$ cat config.mk
export PLATFORM = sky130hd
export DESIGN_NAME = stop_mode_power_sequencer
export DESIGN_NICKNAME = d
export VERILOG_FILES = /design/src/pkg/stop_seq_pkg.sv /design/src/hdl/stop_mode_power_sequencer.sv
export VERILOG_INCLUDE_DIRS = /design/src /design/src/pkg
export SDC_FILE = /design/constraint.sdc
export NUM_CORES = 1
export LEC_CHECK = 0
export BUFFER_PORTS_ARGS = -buffer_cell sky130_fd_sc_hd__buf_2
export CORE_MARGIN = 5
export CORE_UTILIZATION = 45
export CTS_CLUSTER_SIZE = 12
export DETAILED_ROUTE_END_ITERATION = 10
export MAX_ROUTING_LAYER = met4
export PLACE_DENSITY_LB_ADDON = 0.1
export REMOVE_ABC_BUFFERS = 1
export SLEW_MARGIN = 20
export SYNTH_ARGS = -nofsm -noshare
export SYNTH_HDL_FRONTEND = slang
export SYNTH_SLANG_ARGS = --single-unit
$ cat constraint.sdc
create_clock -name sys_clk -period 2.4 [get_ports sys_clk]
set_clock_uncertainty 0.05 [all_clocks]
set_input_delay 0.48 -clock sys_clk [delete_from_list [all_inputs] [get_ports sys_clk]]
set_output_delay 0.48 -clock sys_clk [all_outputs]
set_load 0.03 [all_outputs]
$ cat src/pkg/stop_seq_regs.svh
/*
  Constants for the stop-mode power sequencer: register offsets, field
  positions, reset values and timing counts.
  Assumes it is included by bare name from the package and the bench.
*/
// Notes on behaviour
// - software restores port values before latch ack
// - unconfigured peripheral pins follow port control
// - stop with select 0 enters full retention
// - full retention halts clocks, standby regulators
// - full retention keeps all state, pins unlatched
// - full retention wakes on reset or interrupts
// - reset wake fetches reset, interrupt fetches vector
// - periodic wake select zero disables source
// - debug enable keeps debug clock and regulator
// - debug enable turns partial into full retention
// - memory status commands error while stopped
// - background command wakes into debug mode
// - lowvolt stop enable keeps regulator active
// - lowvolt in stop forces full retention
// - peripheral clocks stop in every stop
// - oscillator runs only in full retention standby
// - partial wake resets all, keeps latches
// - converter standby unless async clock enabled
// - keypad wakes full retention only
// - partial stop latches pins before entry
// - select 1 without lowvolt enters partial
// - stop while disabled forces illegal opcode reset
// - partial flag held until latch ack written
// - partial wakes on reset, irq low, periodic
`ifndef STOP_SEQ_REGS_SVH
`define STOP_SEQ_REGS_SVH

// register offsets
`define OFS_CTRL        4'h0
`define OFS_STATUS      4'h1
`define OFS_WAKE        4'h2

// control register fields
`define CTL_STOP_EN     0
`define CTL_PPD_SEL     1
`define CTL_DBG_EN      2
`define CTL_LVD_EN      3
`define CTL_LVD_STOP    4
`define CTL_OSC_STBY    5
`define CTL_ADC_ACLK    6
`define CTL_WSEL_LO     8
`define CTL_WSEL_HI     10
`define CTL_RESET_VAL   16'h0000

// status register fields
`define STS_PPD_FLAG    0
`define STS_FULL_STOP   1
`define STS_PART_STOP   2
`define STS_LATCHED     3
`define STS_SRC_LO      4
`define STS_SRC_HI      7

// write-one latch release acknowledge bit in the status register
`define STS_ACK_BIT     8

// periodic wake timing
`define BUS_CLK_KHZ     125000
`define WAKE_SRC_KHZ    1
`define WAKE_TICK_CYC   (`BUS_CLK_KHZ / `WAKE_SRC_KHZ)

`endif

$ cat src/pkg/stop_seq_pkg.sv
/*
  Types for the stop-mode power sequencer.
  Assumes the constants header sits next to it on the include path.
*/
`default_nettype none
package stop_seq_pkg;
    `include "stop_seq_regs.svh"

    // sequencer modes
    typedef enum logic [1:0] {
        MODE_RUN  = 2'b00,
        MODE_FULL = 2'b01,
        MODE_PART = 2'b10
    } mode_t;

    // wake cause, drives vector choice
    typedef enum logic [3:0] {
        SRC_NONE   = 4'h0,
        SRC_RESET  = 4'h1,
        SRC_PERIOD = 4'h2,
        SRC_LVD    = 4'h3,
        SRC_ADC    = 4'h4,
        SRC_IRQ    = 4'h5,
        SRC_KEYPAD = 4'h6,
        SRC_SERIAL = 4'h7,
        SRC_DEBUG  = 4'h8
    } wake_src_t;

    // interrupt requests from wake sources
    typedef struct packed {
        logic lowvolt_detector;
        logic adc;
        logic irq;
        logic keypad;
        logic serial;
    } wake_req_t;

    // power and clock gating outputs
    typedef struct packed {
        logic periphClkOn;
        logic debugClkOn;
        logic oscOn;
        logic clkGenOn;
        logic regulatorFull;
        logic adcActive;
        logic pinLatch;
        logic keypadArmed;
    } power_ctl_t;
endpackage
`default_nettype wire

$ cat src/hdl/stop_mode_power_sequencer.sv
/*
  Stop-mode sequencer: decides stop type at the core stop strobe, gates
  clocks and regulators, holds pin latches and reports the wake vector.
  Assumes one 125 MHz bus clock, synchronous inputs and a register port
  driven by a master that never issues read and write together.
*/
// Implementation choices: strobed register access and the placing of the registers.
`timescale 1ns/1ps
`default_nettype none
module stop_mode_power_sequencer
    import stop_seq_pkg::*;
#(
    parameter int WAKE_TICK = `WAKE_TICK_CYC  // bus cycles per 1 kHz tick
) (
    // clock and reset
    input  wire logic        sys_clk,
    input  wire logic        reset,
    // register port
    input  wire logic [3:0]  regAddr,
    input  wire logic [15:0] regWrData,
    input  wire logic        regWrite,
    input  wire logic        regRead,
    output logic      [15:0] regRdData,
    // core and wake pins
    input  wire logic        stopStrobe,
    input  wire logic        resetPin_n,
    input  wire logic        irqPin_n,
    input  wire wake_req_t   wakeReq,
    input  wire logic        bgCommand,
    input  wire logic        memStatusCmd,
    // outputs to the system
    output power_ctl_t       powerCtl,
    output logic             illegalOpReset,
    output logic             partialWakeReset,
    output logic             wakeValid,
    output wake_src_t        wakeSource,
    output logic             stopStatusErr,
    output logic             enterBackground
);

    initial begin
        if (WAKE_TICK < 2) begin
            $error("WAKE_TICK must be at least 2");
        end
    end

    logic [15:0] ctrl_r;       // software control bits
    mode_t       mode_r;       // current stop mode
    logic        ppdFlag_r;    // set after partial wake
    logic        latched_r;    // pin latches closed
    wake_src_t   src_r;        // last wake cause
    logic [31:0] tickCnt_r;    // 1 kHz divider
    logic        tick;         // one periodic wake tick
    logic        wsel0;        // periodic wake select is zero
    logic        stopReq;      // stop strobe while running, stop enabled or not
    logic        wakeFull;     // wake from full retention
    logic        wakePart;     // wake from partial
    wake_src_t   srcNxt;       // cause chosen this cycle

    assign wsel0   = (ctrl_r[`CTL_WSEL_HI:`CTL_WSEL_LO] == 3'h0);
    assign stopReq = stopStrobe && (mode_r == MODE_RUN);

    // periodic source runs in both stops unless select is zero
    always_ff @(posedge sys_clk) begin
        if (reset || wsel0 || mode_r == MODE_RUN) begin
            tickCnt_r <= 32'h0;
        end else if (tickCnt_r == 32'(WAKE_TICK - 1)) begin
            tickCnt_r <= 32'h0;
        end else begin
            tickCnt_r <= tickCnt_r + 32'h1;
        end
    end
    assign tick = !wsel0 && mode_r != MODE_RUN && tickCnt_r == 32'(WAKE_TICK - 1);

    // wake cause in priority order; reset pin wins
    always_comb begin
        srcNxt = SRC_NONE;
        if (mode_r == MODE_FULL) begin
            if (!resetPin_n)                                  srcNxt = SRC_RESET;
            else if (tick)                                    srcNxt = SRC_PERIOD;
            else if (wakeReq.lowvolt_detector)                             srcNxt = SRC_LVD;
            else if (wakeReq.adc)                             srcNxt = SRC_ADC;
            else if (wakeReq.irq)                             srcNxt = SRC_IRQ;
            else if (wakeReq.keypad)                          srcNxt = SRC_KEYPAD;
            else if (wakeReq.serial)                          srcNxt = SRC_SERIAL;
            else if (bgCommand && ctrl_r[`CTL_DBG_EN])        srcNxt = SRC_DEBUG;
        end else if (mode_r == MODE_PART) begin
            // irq pin is low-active here whatever its prior setup
            if (!resetPin_n)                                  srcNxt = SRC_RESET;
            else if (!irqPin_n)                               srcNxt = SRC_IRQ;
            else if (tick)                                    srcNxt = SRC_PERIOD;
        end
    end
    assign wakeFull = (mode_r == MODE_FULL) && (srcNxt != SRC_NONE);
    assign wakePart = (mode_r == MODE_PART) && (srcNxt != SRC_NONE);

    // mode chosen once at the strobe and kept until wake
    always_ff @(posedge sys_clk) begin
        if (reset) begin
            mode_r <= MODE_RUN;
        end else if (stopReq && ctrl_r[`CTL_STOP_EN]) begin
            if (ctrl_r[`CTL_PPD_SEL] && !ctrl_r[`CTL_DBG_EN] &&
                !(ctrl_r[`CTL_LVD_EN] && ctrl_r[`CTL_LVD_STOP])) begin
                mode_r <= MODE_PART;
            end else begin
                mode_r <= MODE_FULL;
            end
        end else if (wakeFull || wakePart) begin
            mode_r <= MODE_RUN;
        end
    end

    // wake cause register and one-cycle wake pulse
    always_ff @(posedge sys_clk) begin
        if (reset) begin
            src_r     <= SRC_NONE;
            wakeValid <= 1'b0;
        end else begin
            wakeValid <= wakeFull || wakePart;
            if (wakeFull || wakePart) begin
                // partial wake always takes the reset path
                src_r <= wakePart ? SRC_RESET : srcNxt;
            end
        end
    end
    assign wakeSource = src_r;

    // stop strobe with stop disabled is an illegal opcode
    always_ff @(posedge sys_clk) begin
        if (reset) begin
            illegalOpReset <= 1'b0;
        end else begin
            illegalOpReset <= stopReq && !ctrl_r[`CTL_STOP_EN];
        end
    end

    // partial wake behaves like power-on reset of all logic but the pin latch, partial flag and wake cause
    always_ff @(posedge sys_clk) begin
        if (reset) begin
            partialWakeReset <= 1'b0;
        end else begin
            partialWakeReset <= wakePart;
        end
    end

    // debug side effects while stopped
    always_ff @(posedge sys_clk) begin
        if (reset) begin
            stopStatusErr   <= 1'b0;
            enterBackground <= 1'b0;
        end else begin
            stopStatusErr   <= memStatusCmd && (mode_r != MODE_RUN);
            enterBackground <= wakeFull && srcNxt == SRC_DEBUG;
        end
    end

    // pin latch and partial flag; partial stop entry sets the latch, the partial wake sets the flag, ack clears, set wins
    always_ff @(posedge sys_clk) begin
        if (reset) begin
            latched_r <= 1'b0;
            ppdFlag_r <= 1'b0;
        end else begin
            if (stopReq && ctrl_r[`CTL_STOP_EN] && mode_r == MODE_RUN &&
                ctrl_r[`CTL_PPD_SEL] && !ctrl_r[`CTL_DBG_EN] &&
                !(ctrl_r[`CTL_LVD_EN] && ctrl_r[`CTL_LVD_STOP])) begin
                latched_r <= 1'b1;
            end else if (regWrite && regAddr == `OFS_STATUS &&
                         regWrData[`STS_ACK_BIT] && mode_r == MODE_RUN) begin
                latched_r <= 1'b0;
            end
            if (wakePart) begin
                ppdFlag_r <= 1'b1;
            end else if (regWrite && regAddr == `OFS_STATUS &&
                         regWrData[`STS_ACK_BIT]) begin
                ppdFlag_r <= 1'b0;
            end
        end
    end

    // control register; partial wake returns it to reset value
    // writes are refused while stopped so the gating chosen at the strobe holds
    always_ff @(posedge sys_clk) begin
        if (reset || wakePart) begin
            ctrl_r <= `CTL_RESET_VAL;
        end else if (regWrite && regAddr == `OFS_CTRL && mode_r == MODE_RUN) begin
            ctrl_r <= regWrData;
        end
    end

    // read data one cycle after the strobe, zero elsewhere
    always_ff @(posedge sys_clk) begin
        if (reset) begin
            regRdData <= 16'h0000;
        end else if (regRead) begin
            case (regAddr)
                `OFS_CTRL:   regRdData <= ctrl_r;
                `OFS_STATUS: regRdData <= {8'h00, src_r, latched_r,
                                           mode_r == MODE_PART,
                                           mode_r == MODE_FULL, ppdFlag_r};
                default:     regRdData <= 16'h0000;
            endcase
        end else begin
            regRdData <= 16'h0000;
        end
    end

    // gating outputs; state in full stop is kept simply by holding clocks
    always_comb begin
        powerCtl.periphClkOn   = (mode_r == MODE_RUN);
        powerCtl.debugClkOn    = (mode_r == MODE_RUN) || ctrl_r[`CTL_DBG_EN];
        powerCtl.clkGenOn      = (mode_r == MODE_RUN) ||
                                 (mode_r == MODE_FULL && ctrl_r[`CTL_DBG_EN]);
        powerCtl.oscOn         = (mode_r == MODE_RUN) ||
                                 (mode_r == MODE_FULL &&
                                  (ctrl_r[`CTL_OSC_STBY] || ctrl_r[`CTL_DBG_EN]));
        powerCtl.regulatorFull = (mode_r == MODE_RUN) || ctrl_r[`CTL_DBG_EN] ||
                                 (ctrl_r[`CTL_LVD_EN] && ctrl_r[`CTL_LVD_STOP]);
        powerCtl.adcActive     = (mode_r == MODE_RUN) ||
                                 (mode_r == MODE_FULL && ctrl_r[`CTL_ADC_ACLK]);
        powerCtl.pinLatch      = latched_r;
        powerCtl.keypadArmed   = (mode_r != MODE_PART);
    end

    // checks
    chk_illegal_stop: assert property (@(posedge sys_clk) disable iff (reset)
        stopReq && !ctrl_r[`CTL_STOP_EN] |=> illegalOpReset && mode_r == MODE_RUN)
        else $error("stop while disabled not refused");
    chk_part_entry: assert property (@(posedge sys_clk) disable iff (reset)
        stopReq && ctrl_r[`CTL_STOP_EN] && ctrl_r[`CTL_PPD_SEL] &&
        !ctrl_r[`CTL_DBG_EN] && !(ctrl_r[`CTL_LVD_EN] && ctrl_r[`CTL_LVD_STOP])
        |=> mode_r == MODE_PART && latched_r)
        else $error("partial stop not entered");
    chk_full_entry: assert property (@(posedge sys_clk) disable iff (reset)
        stopReq && ctrl_r[`CTL_STOP_EN] && !ctrl_r[`CTL_PPD_SEL] |=> mode_r == MODE_FULL)
        else $error("full stop not entered");
    chk_debug_force: assert property (@(posedge sys_clk) disable iff (reset)
        stopReq && ctrl_r[`CTL_STOP_EN] && ctrl_r[`CTL_DBG_EN] |=> mode_r == MODE_FULL)
        else $error("debug did not force full stop");
    chk_lvd_force: assert property (@(posedge sys_clk) disable iff (reset)
        stopReq && ctrl_r[`CTL_STOP_EN] && ctrl_r[`CTL_LVD_EN] && ctrl_r[`CTL_LVD_STOP]
        |=> mode_r == MODE_FULL && powerCtl.regulatorFull)
        else $error("lowvolt did not force full stop");
    chk_periph_clk: assert property (@(posedge sys_clk) disable iff (reset)
        mode_r != MODE_RUN |-> !powerCtl.periphClkOn)
        else $error("peripheral clock runs in stop");
    chk_osc_part: assert property (@(posedge sys_clk) disable iff (reset)
        mode_r == MODE_PART |-> !powerCtl.oscOn && !powerCtl.clkGenOn)
        else $error("oscillator on in partial stop");
    chk_flag_hold: assert property (@(posedge sys_clk) disable iff (reset)
        wakePart |=> ppdFlag_r && src_r == SRC_RESET && partialWakeReset)
        else $error("partial wake flag missing");
    chk_status_err: assert property (@(posedge sys_clk) disable iff (reset)
        memStatusCmd && mode_r != MODE_RUN |=> stopStatusErr)
        else $error("status error not reported");
    chk_wake_reset: assert property (@(posedge sys_clk) disable iff (reset)
        mode_r == MODE_FULL && !resetPin_n |=> mode_r == MODE_RUN && src_r == SRC_RESET)
        else $error("reset pin did not wake");
    chk_wsel_zero: assert property (@(posedge sys_clk) disable iff (reset)
        wsel0 |-> !tick)
        else $error("periodic wake with select zero");

    cov_part_cycle: cover property (@(posedge sys_clk) disable iff (reset)
        mode_r == MODE_PART ##[1:1000] mode_r == MODE_RUN);
    cov_full_cycle: cover property (@(posedge sys_clk) disable iff (reset)
        mode_r == MODE_FULL ##[1:1000] wakeValid);
    cov_debug_wake: cover property (@(posedge sys_clk) disable iff (reset)
        enterBackground);
    cov_illegal: cover property (@(posedge sys_clk) disable iff (reset)
        illegalOpReset);

endmodule // stop_mode_power_sequencer
`default_nettype wire

; ---- Word-level counts from Yosys, hierarchy flattened
; Index checks and enable logic that the tools add are counted.
[totals]
register_bits = 77
inputBits = 34
word_cells = 91
[op_classes]
addsub = 1
n_eq_ne = 6
n_mux = 22
bitwise_logic = 1
n_reduce_logical = 49
[ops]
columns = operator, count
row1 = two-way mux 4 bit, 10
row2 = adder 32 x 1 -> 32 bit (second input constant), 1
row3 = == test 32 x 17 -> 1 bit (second input constant), 1
row4 = one-hot mux 16 bit (2 select lines), 1
row5 = logical AND 1 bit, 25
row6 = logical OR 1 bit, 10
row7 = two-way mux 3 bit, 3
row8 = two-way mux 2 bit, 4
row9 = nonzero test 2 bit, 4
row10 = == test 4 x 1 -> 1 bit (second input constant), 1
row11 = == test 4 bit (second input constant), 1
row12 = logical NOT 1 bit, 4
row13 = logical NOT 4 bit, 1
row14 = two-way mux 1 bit, 4
row15 = nonzero test 4 bit, 1
row16 = OR reduction 2 bit, 2
row17 = logical NOT 3 bit, 1
row18 = == test 2 x 1 -> 1 bit (second input constant), 1
row19 = == test 2 bit (second input constant), 1
row20 = logical NOT 2 bit, 1
row21 = inequality test 2 bit (second input constant), 1
row22 = inverter 1 bit, 1

; ---- Longest topological paths before layout
; Gate-level depths: netlist of run 1.
[logic_depth]
depth_word = 15
ltp_mapped = 7

; ---- Worst setup path before layout of run 1
; Ideal clock, no wire load.
[synth_timing]
kind = register -> register
from = register mode_r[1]
to = register ctrl_r[5]
arrival_time_ns = 2.007
required_time_ns = 2.272
path_slack_ns = 0.265
path_stages_with_launch = 7
path_buffers = 1
cell_sequence = dfxtp_1 > nor2_1 > nor2_1 > a311oi_2 > a21oi_2 > buf_2 > nor3_1
[synth_rtl]
columns = element, line
row1 = "start, declared", stop_mode_power_sequencer.sv:48  ; mode_t mode_r;
row2 = "start signal, assigned", stop_mode_power_sequencer.sv:100  ; mode_r <= MODE_RUN;
row3 = "start signal, assigned", stop_mode_power_sequencer.sv:104  ; mode_r <= MODE_PART;
row4 = "start signal, assigned", stop_mode_power_sequencer.sv:106  ; mode_r <= MODE_FULL;
row5 = "end signal, assigned", stop_mode_power_sequencer.sv:184  ; ctrl_r <= `CTL_RESET_VAL;
row6 = "end signal, assigned", stop_mode_power_sequencer.sv:186  ; ctrl_r <= regWrData;
row7 = "end, declared", stop_mode_power_sequencer.sv:47  ; logic [15:0] ctrl_r;

; ---- Worst setup path in the final report of run 1
[layout_timing]
from = register tickCnt_r[0]
to = register src_r[3] (netlist: wakeSource[3])
[layout_between]
elab_chain_len = 10
[layout_rtl]
columns = element, line
row1 = "start, declared", stop_mode_power_sequencer.sv:52  ; logic [31:0] tickCnt_r;
row2 = "start signal, assigned", stop_mode_power_sequencer.sv:70  ; tickCnt_r <= tickCnt_r + 32'h1;
row3 = == test 32 x 17 -> 1 bit *, stop_mode_power_sequencer.sv:73  ; assign tick = !wsel0 && mode_r != MODE_RUN && tickCnt_r == 32'(WAKE_TICK - 1);
row4 = logical AND 1 bit *, stop_mode_power_sequencer.sv:73
row5 = two-way mux 2 bit, stop_mode_power_sequencer.sv:91  ; else if (tick) srcNxt = SRC_PERIOD;
row6 = two-way mux 3 bit, stop_mode_power_sequencer.sv:90  ; else if (!irqPin_n) srcNxt = SRC_IRQ;
row7 = two-way mux 3 bit, stop_mode_power_sequencer.sv:89  ; if (!resetPin_n) srcNxt = SRC_RESET;
row8 = two-way mux 3 bit, stop_mode_power_sequencer.sv:87  ; end else if (mode_r == MODE_PART) begin
row9 = two-way mux 4 bit *, stop_mode_power_sequencer.sv:78  ; if (mode_r == MODE_FULL) begin
row10 = nonzero test 4 bit, "stop_mode_power_sequencer.sv:94, stop_mode_power_sequencer.sv:95"
row11 = logical AND 1 bit (on tied branches), "stop_mode_power_sequencer.sv:95, stop_mode_power_sequencer.sv:94"
row12 = two-way mux 4 bit / logical OR 1 bit (equally long branches), "stop_mode_power_sequencer.sv:122, stop_mode_power_sequencer.sv:120"
row13 = "end signal, assigned", stop_mode_power_sequencer.sv:122  ; src_r <= wakePart ? SRC_RESET : srcNxt;
row14 = "end, declared", stop_mode_power_sequencer.sv:51  ; wake_src_t src_r;
; Every way passes the cells marked *; elsewhere a longest branch is shown, timed or not.
; A chain may end at the register's enable or synchronous reset.

==> reports/results.txt, run 1 <==
Critical Path, Cell by Cell = ha_2, and3_1, and4_1, a311oi_2, or4_4, a41o_1
share of cells above drive strength 1 = 23.7%
vias per cell = 5.38
Distinct cells, synth = 51
Max Cap Violations = 0
worst-skew pair later-pin latency = 0.34 ns
RSZ-0062 raised after global routing = no
CP startpoint kind = register
Die Wd = 96.5 um
largest net degree at the start of global routing = 33
final setup margin = 0.127 ns
leakage power = 0.00158 uW
Syn-to-layout area delta = 21.5%
# DRC = 0
Yosys reg bits = 77
GRT Util Overall = 18.0%
Seq/Total Area, Yosys = 45.7%
CTS Root Cell = clkbuf_8
hold bufs inserted after CTS = 0
synth cell count leaders = dfxtp_1, nor2_1, nor3_1
antenna viol nets, final = 0
CP max-delay cell = or4_4
WP data arrival = 2.46 ns
met3 WL post-DR = 452 um
VDD IR max = 0.402 mV
Slew headroom = 60.3%
share of the clock period used by the worst path = 94.7%
Max clock buf depth = 2
met2 routed WL = 3880 um
post-synth top area share = 45.7%
CTS tree = done
most area-hungry cell type in the Yosys netlist = dfxtp_1
worst slew pin tran = 0.590 ns
Critical Path RT = 2.59 ns
setup tns final = 0 ns
Hold Crit Class = input port to register
grt total ovfl = 0
initial DRC count = 107
outcome = completed
pre-CTS WS = 0.117 ns
crit path kind = register to register
Hold Vio Cnt, Final = 0
crit end category = register
clk slew on worst S/H paths = 0.08 ns
initial antenna violation count = 0
top-count cell post-synth = dfxtp_1
Fillers = 665
Syn Inst Count = 375
final-report setup violation count = 0
asr flop ratio synth = 0%
IO Pins = 67
syn_area_per_cell = 8.99 um2
Initial Util = 46.5%
largest cells by area after synthesis = dfxtp_1, xnor2_1, nor2_1, mux2i_1, nor4_1
yosys warns = 0
hold slack = 0.343 ns
die area = 9320 um2
Post-synth EDFFs = 0
DR WL/cell = 14.3 um
Core ar. = 7250 um2
min Tclk post-route = 2.27 ns
Max Used Layer = met4
Pre-antenna DRT Iters = 4
# Post-CTS Setup Buffers = 0
most used flip-flop cell after synthesis = dfxtp_1
vias = 2961
dpl hpwl = 5710 um
Power Density = 622 nW/um2
row cnt = 31
area of the mapped netlist = 3370 um2
first-pass GRT wire length = 12700 um
Die Ht = 96.5 um
crit-path max cell delay = 0.59 ns
Peak Freq = 440 MHz
Antenna Cells = 0
fin. max-slew vios = 0
Metal-1 WL = 3440 um
Crit Path Max Fanout = 4
RD Place Congestion = 0.843
drt total wl = 7880 um
IO buf count = 66
CTS buffer count = 9
clock sink count = 77
NumNets Final = 481
H-tree depth = 3
number of global-route vias before repair = 2719
[state kept, by name, indices dropped and copies added, names as in the netlist]
| name | count |
|---|---|
| enterBackground | 1 |
| regRdData | 16 |
| mode_r | 2 |
| tickCnt_r | 32 |
| ctrl_r | 16 |
| ppdFlag_r | 1 |
| latched_r | 1 |
| wakeSource | 4 |
| stopStatusErr | 1 |
| illegalOpReset | 1 |
| partialWakeReset | 1 |
| wakeValid | 1 |
[metal layers]
layer | up-vias | GRT usage, %
met2 | 82 | 29.8
met4 | 0 | 5.96
met5 | - | -
met1 | 1388 | 21.0
li1 | 1483 | -
met3 | 8 | 5.58
[placed cells by master, fill, tap and decap left out, types with 5 or more instances in the layout]
cell type | synthesis | layout
buf_2 | 5 | 66
a22oi_1 | 8 | 8
and3_1 | 5 | 5
clkbuf_8 | 0 | 9
inv_1 | 20 | 20
buf_4 | 1 | 12
and2_1 | 8 | 8
nand3_1 | 10 | 10
xnor2_1 | 22 | 22
xor2_1 | 6 | 6
nand4_1 | 11 | 11
dfxtp_1 | 77 | 77
nor2_1 | 48 | 48
a21oi_1 | 6 | 6
mux2i_1 | 16 | 16
nand2_1 | 17 | 17
o21ai_0 | 6 | 6
nor4_1 | 21 | 19
nor3_1 | 23 | 23
[critical path: cells and delay by family, from the launching register on]
kind / cells / cell delay (ns)
simple gates: 3 / 1.08
fa+ha+maj: 1 / 0.23
flops: 1 / 0.38
compound gates: 2 / 0.44
[final timing paths]
kind / cells after the start / from / slack, ns / to
max: 6 / tickCnt_r[0]$_SDFF_PP0_ / 0.13 / wakeSource[3]$_SDFFE_PP0P_
min: 3 / stopStrobe / 0.34 / illegalOpReset$_SDFF_PP0_
max reg2reg: 6 / tickCnt_r[0]$_SDFF_PP0_ / 0.13 / wakeSource[3]$_SDFFE_PP0P_
min reg2reg: 1 / ctrl_r[13]$_SDFFE_PP0P_ / 0.40 / regRdData[13]$_SDFF_PP0_
[cell type report]
| type | count | area, um2 | area share (%) |
|---|---|---|---|
| flip-flops and latches | 77 | 1540 | 37.6 |
| repair buffers | 78 | 420 | 10.3 |
| clock inverters | 6 | 109 | 2.66 |
| clock buffers | 10 | 128 | 3.12 |
| inverters | 20 | 75.1 | 1.83 |
| multi-input cells | 260 | 1700 | 41.5 |
| well taps | 99 | 124 | 3.02 |
[what timing repair did]
item | CTS | global route
endpoints found under the hold margin | 0 | 0
gates resized for setup | 0 | 4
endpoints found under the setup margin | 0 | 20
[where the power goes]
group / total, uW / internal, uW / switching (uW)
logic: 99.6 / 40.1 / 59.4
clock network: 1160 / 691 / 468
registers: 1290 / 1280 / 5.27
[stage by stage]
step,total power [uW],std cells,instance area [um2],utilization (%)
2_1_floorplan,1360,357,3290,-
3_3_place_gp,1420,534,3840,52.9
3_5_place_dp,1420,534,3840,52.9
4_1_cts,2580,550,4070,56.1
5_1_grt,2640,550,4100,56.5
6_report,2550,550,4100,56.5
[kinds of logic (layout without fill, tap and decap cells)]
family                   after synthesis  in the layout  share of synthesized area (%)
multiplexers                          16             16                           4.75
adder cells (fa/ha/maj)                1              1                          0.371
XOR/XNOR                              28             28                           7.28
flip-flops                            77             77                           45.7
AO/OA/AOI/OAI                         47             47                           10.3
buffers and inverters                 38            114                           4.53
AND/OR/NAND/NOR                      168            168                           27.0
Note: power is estimated with default switching activity, not from simulation.
==> run 2, diff against run 1 <==
--- a/config.mk
+++ b/config.mk
@@ -6,11 +6,11 @@
 export SDC_FILE = /design/constraint.sdc
 export NUM_CORES = 1
 export LEC_CHECK = 0
-export BUFFER_PORTS_ARGS = -buffer_cell sky130_fd_sc_hd__buf_2
 export CORE_MARGIN = 5
 export CORE_UTILIZATION = 45
 export CTS_CLUSTER_SIZE = 12
 export DETAILED_ROUTE_END_ITERATION = 10
+export DONT_BUFFER_PORTS = 1
 export MAX_ROUTING_LAYER = met4
 export PLACE_DENSITY_LB_ADDON = 0.1
 export REMOVE_ABC_BUFFERS = 1
==> run 2 against run 1 <==
  * Power is 7.8% lower
  * Sequential share of layout area rose by 3.3 points
  * Sequential cell count is the same
  * Worst setup slack better by 0.048 ns
  * Global-route usage fell by 0.065 points
  * Routed wire length decreased by 1.3%
  * Critical path type is now register to primary output
  * Final cell count down 11%
==> reports/results.txt, run 2 (synthesis gave the netlist of run 1 again) <==
# DRC = 0 (unchanged)
share of the clock period used by the worst path = 92.7% (-2.0 points)
initial DRC count = 92 (-14%)
VDD IR max = 0.290 mV (-28%)
H-tree depth = 3 (unchanged)
part of the power in registers = 55.2% (+4.6 points)
Largest register FFs = 32 (unchanged)
Most flops, register = tickCnt_r
commonest non-fill, non-tap cell in the layout = dfxtp_1
RD Place Congestion = 0.839 (-0.46%)
gr busiest metal = met2
CP startpoint kind = register
hold_sp = reset
Crit Path Max Fanout = 6 (+2)
Pre-antenna DRT Iters = 4 (unchanged)
Largest regs = tickCnt_r x32, ctrl_r x16, regRdData x16
Die Wd = 96.5 um (unchanged)
met3 GRT Util = 5.03% (-0.54 points)
CTS Root Cell = clkbuf_8
Die Ht = 96.5 um (unchanged)
grt total ovfl = 0 (unchanged)
dpl hpwl = 5670 um (-0.64%)
Hold Vio Cnt, Final = 0 (unchanged)
drt total wl = 7780 um (-1.3%)
clk slew on worst S/H paths = 0.08 ns (about the same)
worst slew pin tran = 0.675 ns (+0.0845 ns)
Power Density = 624 nW/um2 (+0.32%)
Slew headroom = 54.6% (-5.7 points)
Hold Crit Depth = 1 (-2)
largest net degree at the start of global routing = 28 (-15%)
Peak Freq = 449 MHz (+2.1%)
pre-CTS WS = 0.196 ns (+0.0783 ns)
reg2reg start = tickCnt_r[0]$_SDFF_PP0_
number of global-route vias before repair = 2604 (-4.2%)
vias per cell = 5.54 (+2.8%)
Core ar. = 7250 um2 (unchanged)
NumNets Final = 420 (-13%)
FF-to-FF End = wakeSource[3]$_SDFFE_PP0P_
clock sink count = 77 (unchanged)
die area = 9320 um2 (unchanged)
IO Pins = 67 (unchanged)
Internal Power = 1820 uW (-9.8%)
met1 usage in global routing = 21.5% (+0.56 points)
DR WL/cell = 15.9 um (+11%)
worst-skew pair later-pin latency = 0.34 ns (about the same)
Max clock buf depth = 2 (unchanged)
most frequent cells in the layout = dfxtp_1, nor2_1, nor3_1
Logic pwr share = 2.0% (-1.9 points)
Hold Crit Class = input port to register
Syn-to-layout area delta = 11.7%
CTS tree = done
global routing met2 resource utilization = 29.2% (-0.57 points)
Max Cap Violations = 0 (unchanged)
Psw = 531 uW (-0.17%)
final-report setup violation count = 0 (unchanged)
min Tclk post-route = 2.22 ns (-0.0477 ns)
antenna viol nets, final = 0 (unchanged)
crit path kind = register to primary output
Initial Util = 46.5% (unchanged)
switch share = 22.6% (+1.7 points)
PnR Total Power = 2350 uW (-7.8%)
RSZ-0062 raised after global routing = no
initial antenna violation count = 0 (unchanged)
Antenna Cells = 0 (unchanged)
leakage power = 0.00129 uW (-18%)
GRT Util Overall = 18.0% (-0.065 points)
first-pass GRT wire length = 12700 um (+0.21%)
outcome = completed
final setup margin = 0.175 ns (+0.0477 ns)
WP data arrival = 1.69 ns (-0.77 ns)
Min-Delay Endpoint = stopStatusErr$_SDFF_PP0_
share of cells above drive strength 1 = 11.8% (-12 points)
crit end category = primary output
# Post-CTS Setup Buffers = 0 (unchanged)
vias = 2707 (-8.6%)
Layout Utilization = 51.9% (-4.6 points)
IO buf count = 0 (-100%)
Critical Path RT = 1.87 ns (-0.72 ns)
r2r setup slk = 0.18 ns (+0.05 ns)
Fillers = 695 (+4.5%)
Clock Power Share = 42.9% (-2.6 points)
fin. max-slew vios = 0 (unchanged)
path depth of the worst reg2reg path = 6 (unchanged)
row cnt = 31 (unchanged)
CTS buffer count = 9 (unchanged)
[run 2: changes by cell type in the layout (fill, tap and decap cells not counted), moves of 2 or more]
cell,delta
buf_2,-66
buf_4,+5
bufinv_16,-2
clkinv_2,-2
clkinvlp_4,+3
[run 2: per-layer routing]
layer  wire, um  vias to the layer above
met5          0                        -
met4        122                        0
li1           -                     1360
met2       3760                       63
met1       3420                     1272
met3        474                       12
[run 2: how the worst max path moves through the flow]
stage | slack [ns] | endpoint | depth (start not counted) | startpoint
finish | 0.18 | powerCtl[3] | 4 | mode_r[1]$_SDFFE_PP0P_
global route | 0.04 | powerCtl[3] | 4 | mode_r[1]$_SDFFE_PP0P_
CTS | 0.14 | powerCtl[3] | 4 | mode_r[1]$_SDFFE_PP0P_
detailed placement | 0.20 | wakeSource[3]$_SDFFE_PP0P_ | 6 | tickCnt_r[0]$_SDFF_PP0_
global placement | 0.25 | wakeSource[3]$_SDFFE_PP0P_ | 6 | tickCnt_r[0]$_SDFF_PP0_
floorplan | -0.05 | tickCnt_r[10]$_SDFF_PP0_ | 5 | tickCnt_r[0]$_SDFF_PP0_
[run 2: power groups by stage]
stage          Clock [uW]  Sequential (uW)  Combinational, uW
3_3_place_gp            0             1330               45.6
5_1_grt              1110             1300               51.8
6_report             1010             1300               46.0
4_1_cts              1040             1300               45.8
2_1_floorplan           0             1320               34.1
3_5_place_dp            0             1330               45.5
[run 2: what timing repair did]
action,CTS,global route
endpoints found under the setup margin,0,1
resized for setup,0,2
hold buffers,0,0
[run 2: metrics by stage]
| step | hold WS, ns | TNS [ns] | std cells | instance area, um2 |
|---|---|---|---|---|
| global route | 0.120 | 0 | 489 | 3760 |
| global placement | 0.388 | 0 | 473 | 3540 |
| CTS | 0.130 | 0 | 489 | 3750 |
| finish | 0.149 | 0 | 489 | 3760 |
| detailed placement | 0.396 | 0 | 473 | 3540 |
| floorplan | 0.376 | -1.41 | 357 | 3290 |
[run 2: final cells by class]
cell class | count | area, um2 | share of cell area [%]
timing repair buffer | 17 | 128 | 3.39
tap | 99 | 124 | 3.29
multi-input combinational | 260 | 1690 | 44.8
clock buffer | 10 | 138 | 3.66
clock inverter | 6 | 70.1 | 1.86
sequential | 77 | 1540 | 41.0
inverter | 20 | 75.1 | 1.99
[run 2: worst max-delay path, cell delays in order, from the launching register on]
cell and delay [ns]:
dfxtp_1 0.35, nor2_1 0.33, buf_4 0.28, or2_2 0.15, a21o_1 0.25
==> run 3, diff against run 2 <==
--- a/config.mk
+++ b/config.mk
@@ -11,6 +11,7 @@
 export CTS_CLUSTER_SIZE = 12
 export DETAILED_ROUTE_END_ITERATION = 10
 export DONT_BUFFER_PORTS = 1
+export HOLD_SLACK_MARGIN = 0.15
 export MAX_ROUTING_LAYER = met4
 export PLACE_DENSITY_LB_ADDON = 0.1
 export REMOVE_ABC_BUFFERS = 1
==> run 3 against run 2 <==
  * Final cell count grew 0.41%
  * Routed wire length grew 2.2%
  * Worst hold slack gained 0.034 ns
  * Worst setup slack lost 0.0044 ns
  * Via count grew 0.92%
  * Sequential share of layout area shrank 0.22 points
  * Power grew 0.43%
  * Core utilization grew 0.28 points
  * Register-to-register slack is essentially flat
  * Sequential power is essentially flat
  * Combinational power grew 19%
  * Critical path type unchanged
  * Largest power group unchanged
  * Highest routed layer unchanged
==> reports/results.txt, run 3 (synthesis gave the netlist of run 1 again) <==
outcome = completed
CP startpoint kind = register
Antenna Cells = 0 (unchanged)
die area = 9320 um2 (unchanged)
part of the power in registers = 55.0% (-0.2 points)
Peak Freq = 449 MHz (-0.20%)
clock sink count = 77 (unchanged)
Crit Path Max Fanout = 6 (unchanged)
largest net degree at the start of global routing = 24 (-14%)
Largest register FFs = 32 (unchanged)
cell area after layout = 3780 um2 (+0.53%)
Die Wd = 96.5 um (unchanged)
Clock Power Share = 42.7% (-0.2 points)
Hold Crit Class = input port to register
global routing met2 resource utilization = 29.9% (+0.75 points)
share of cells above drive strength 1 = 11.7% (-0.060 points)
Layout Utilization = 52.2% (+0.28 points)
Syn-to-layout area delta = 12.3%
most frequent cells in the layout = dfxtp_1, nor2_1, nor3_1
Die Ht = 96.5 um (unchanged)
# Post-CTS Setup Buffers = 0 (unchanged)
first-pass GRT wire length = 12900 um (+1.6%)
vias = 2732 (+0.92%)
row cnt = 31 (unchanged)
number of global-route vias before repair = 2630 (+1.0%)
Hold Vio Cnt, Final = 0 (unchanged)
NumNets Final = 422 (+0.48%)
CTS buffer count = 9 (unchanged)
Pre-antenna DRT Iters = 4 (unchanged)
drt total wl = 7950 um (+2.2%)
share of the clock period used by the worst path = 92.9% (+0.18 points)
clk slew on worst S/H paths = 0.08 ns (about the same)
dpl cells = 473 (unchanged)
Initial Util = 46.5% (unchanged)
Power Density = 623 nW/um2 (-0.10%)
RD Place Congestion = 0.839 (unchanged)
Max Cap Violations = 0 (unchanged)
Internal Power = 1820 uW (+0.12%)
Logic pwr share = 2.3% (+0.3 points)
GRT Util Overall = 18.3% (+0.32 points)
commonest non-fill, non-tap cell in the layout = dfxtp_1
initial DRC count = 84 (-8.7%)
Most flops, register = tickCnt_r
DR WL/cell = 16.2 um (+1.8%)
WP data arrival = 1.70 ns (about the same)
H-tree depth = 3 (unchanged)
# DRC = 0 (unchanged)
grt total ovfl = 0 (unchanged)
Layout Cells excl Fill = 491 (+0.41%)
IO Pins = 67 (unchanged)
fin. max-slew vios = 0 (unchanged)
vias per cell = 5.56 (+0.51%)
Max clock buf depth = 2 (unchanged)
placed inst area = 3540 um2 (unchanged)
Slew headroom = 44.0% (-11 points)
RSZ-0062 raised after global routing = no
Fillers = 696 (+0.14%)
dpl hpwl = 5670 um (unchanged)
final-report setup violation count = 0 (unchanged)
worst-skew pair later-pin latency = 0.34 ns (about the same)
hold slack = 0.183 ns (+0.0345 ns)
Core ar. = 7250 um2 (unchanged)
worst slew pin tran = 0.838 ns (+0.163 ns)
CTS tree = done
switch share = 22.9% (+0.24 points)
Largest regs = tickCnt_r x32, ctrl_r x16, regRdData x16
initial antenna violation count = 0 (unchanged)
Psw = 539 uW (+1.5%)
IO buf count = 0 (unchanged)
VDD IR max = 0.290 mV (about the same)
antenna viol nets, final = 0 (unchanged)
CTS Root Cell = clkbuf_8
Critical Path RT = 1.87 ns (about the same)
met1 usage in global routing = 21.8% (+0.29 points)
crit path kind = register to primary output
setup tns final = 0 ns (unchanged)
crit end category = primary output
met3 GRT Util = 5.03% (unchanged)
gr busiest metal = met2
min Tclk post-route = 2.23 ns (+0.00440 ns)
leakage power = 0.00130 uW (+0.65%)
[run 3: critical path, stage by stage, from the launching register on]
cell and delay (ns):
dfxtp_1 0.35, nor2_1 0.33, buf_4 0.28, or2_2 0.15
a21o_1 0.25
[run 3: final cells by class]
| class | count | area [um2] | area share, % |
|---|---|---|---|
| Clock inverter | 6 | 70.1 | 1.85 |
| Timing Repair Buffer | 19 | 148 | 3.90 |
| Tap cell | 99 | 124 | 3.27 |
| Sequential cell | 77 | 1540 | 40.7 |
| Inverter | 20 | 75.1 | 1.98 |
| Clock buffer | 10 | 138 | 3.64 |
| Multi-Input combinational cell | 260 | 1690 | 44.6 |
[run 3: final timing paths]
check | startpoint | to | slack (ns) | cells past startpoint
hold reg to reg | ctrl_r[11]$_SDFFE_PP0P_ | regRdData[11]$_SDFF_PP0_ | 0.41 | 1
setup / recovery | mode_r[1]$_SDFFE_PP0P_ | powerCtl[3] | 0.17 | 4
setup reg to reg | tickCnt_r[0]$_SDFF_PP0_ | wakeSource[3]$_SDFFE_PP0P_ | 0.18 | 6
hold / removal | reset | wakeSource[1]$_SDFFE_PP0P_ | 0.18 | 1
[run 3: power groups by stage]
stage          registers, uW  logic (uW)  clock network (uW)
2_1_floorplan           1320        34.1                   0
3_3_place_gp            1330        45.6                   0
3_5_place_dp            1330        45.5                   0
4_1_cts                 1300        54.6                1040
5_1_grt                 1300        60.9                1110
6_report                1300        54.8                1010
[run 3: stage by stage]
step,setup slack (ns),power [uW]
2_1_floorplan,-0.0497,1360
3_3_place_gp,0.248,1370
3_5_place_dp,0.196,1370
4_1_cts,0.140,2390
5_1_grt,0.0425,2470
6_report,0.171,2360
[run 3: routing by layer]
metal | up-vias | routed length, um | share of wire [%]
li1 | 1362 | - | -
met1 | 1296 | 3510 | 44
met2 | 62 | 3850 | 48
met3 | 12 | 460 | 5.8
met4 | 0 | 122 | 1.5
met5 | - | 0 | 0
[run 3: repair_timing]
item                                    in CTS  in global routing
hold buffers                                 2                  0
endpoints found under the setup margin       0                  1
gates resized for setup                      0                  2
endpoints found under the hold margin       20                  0
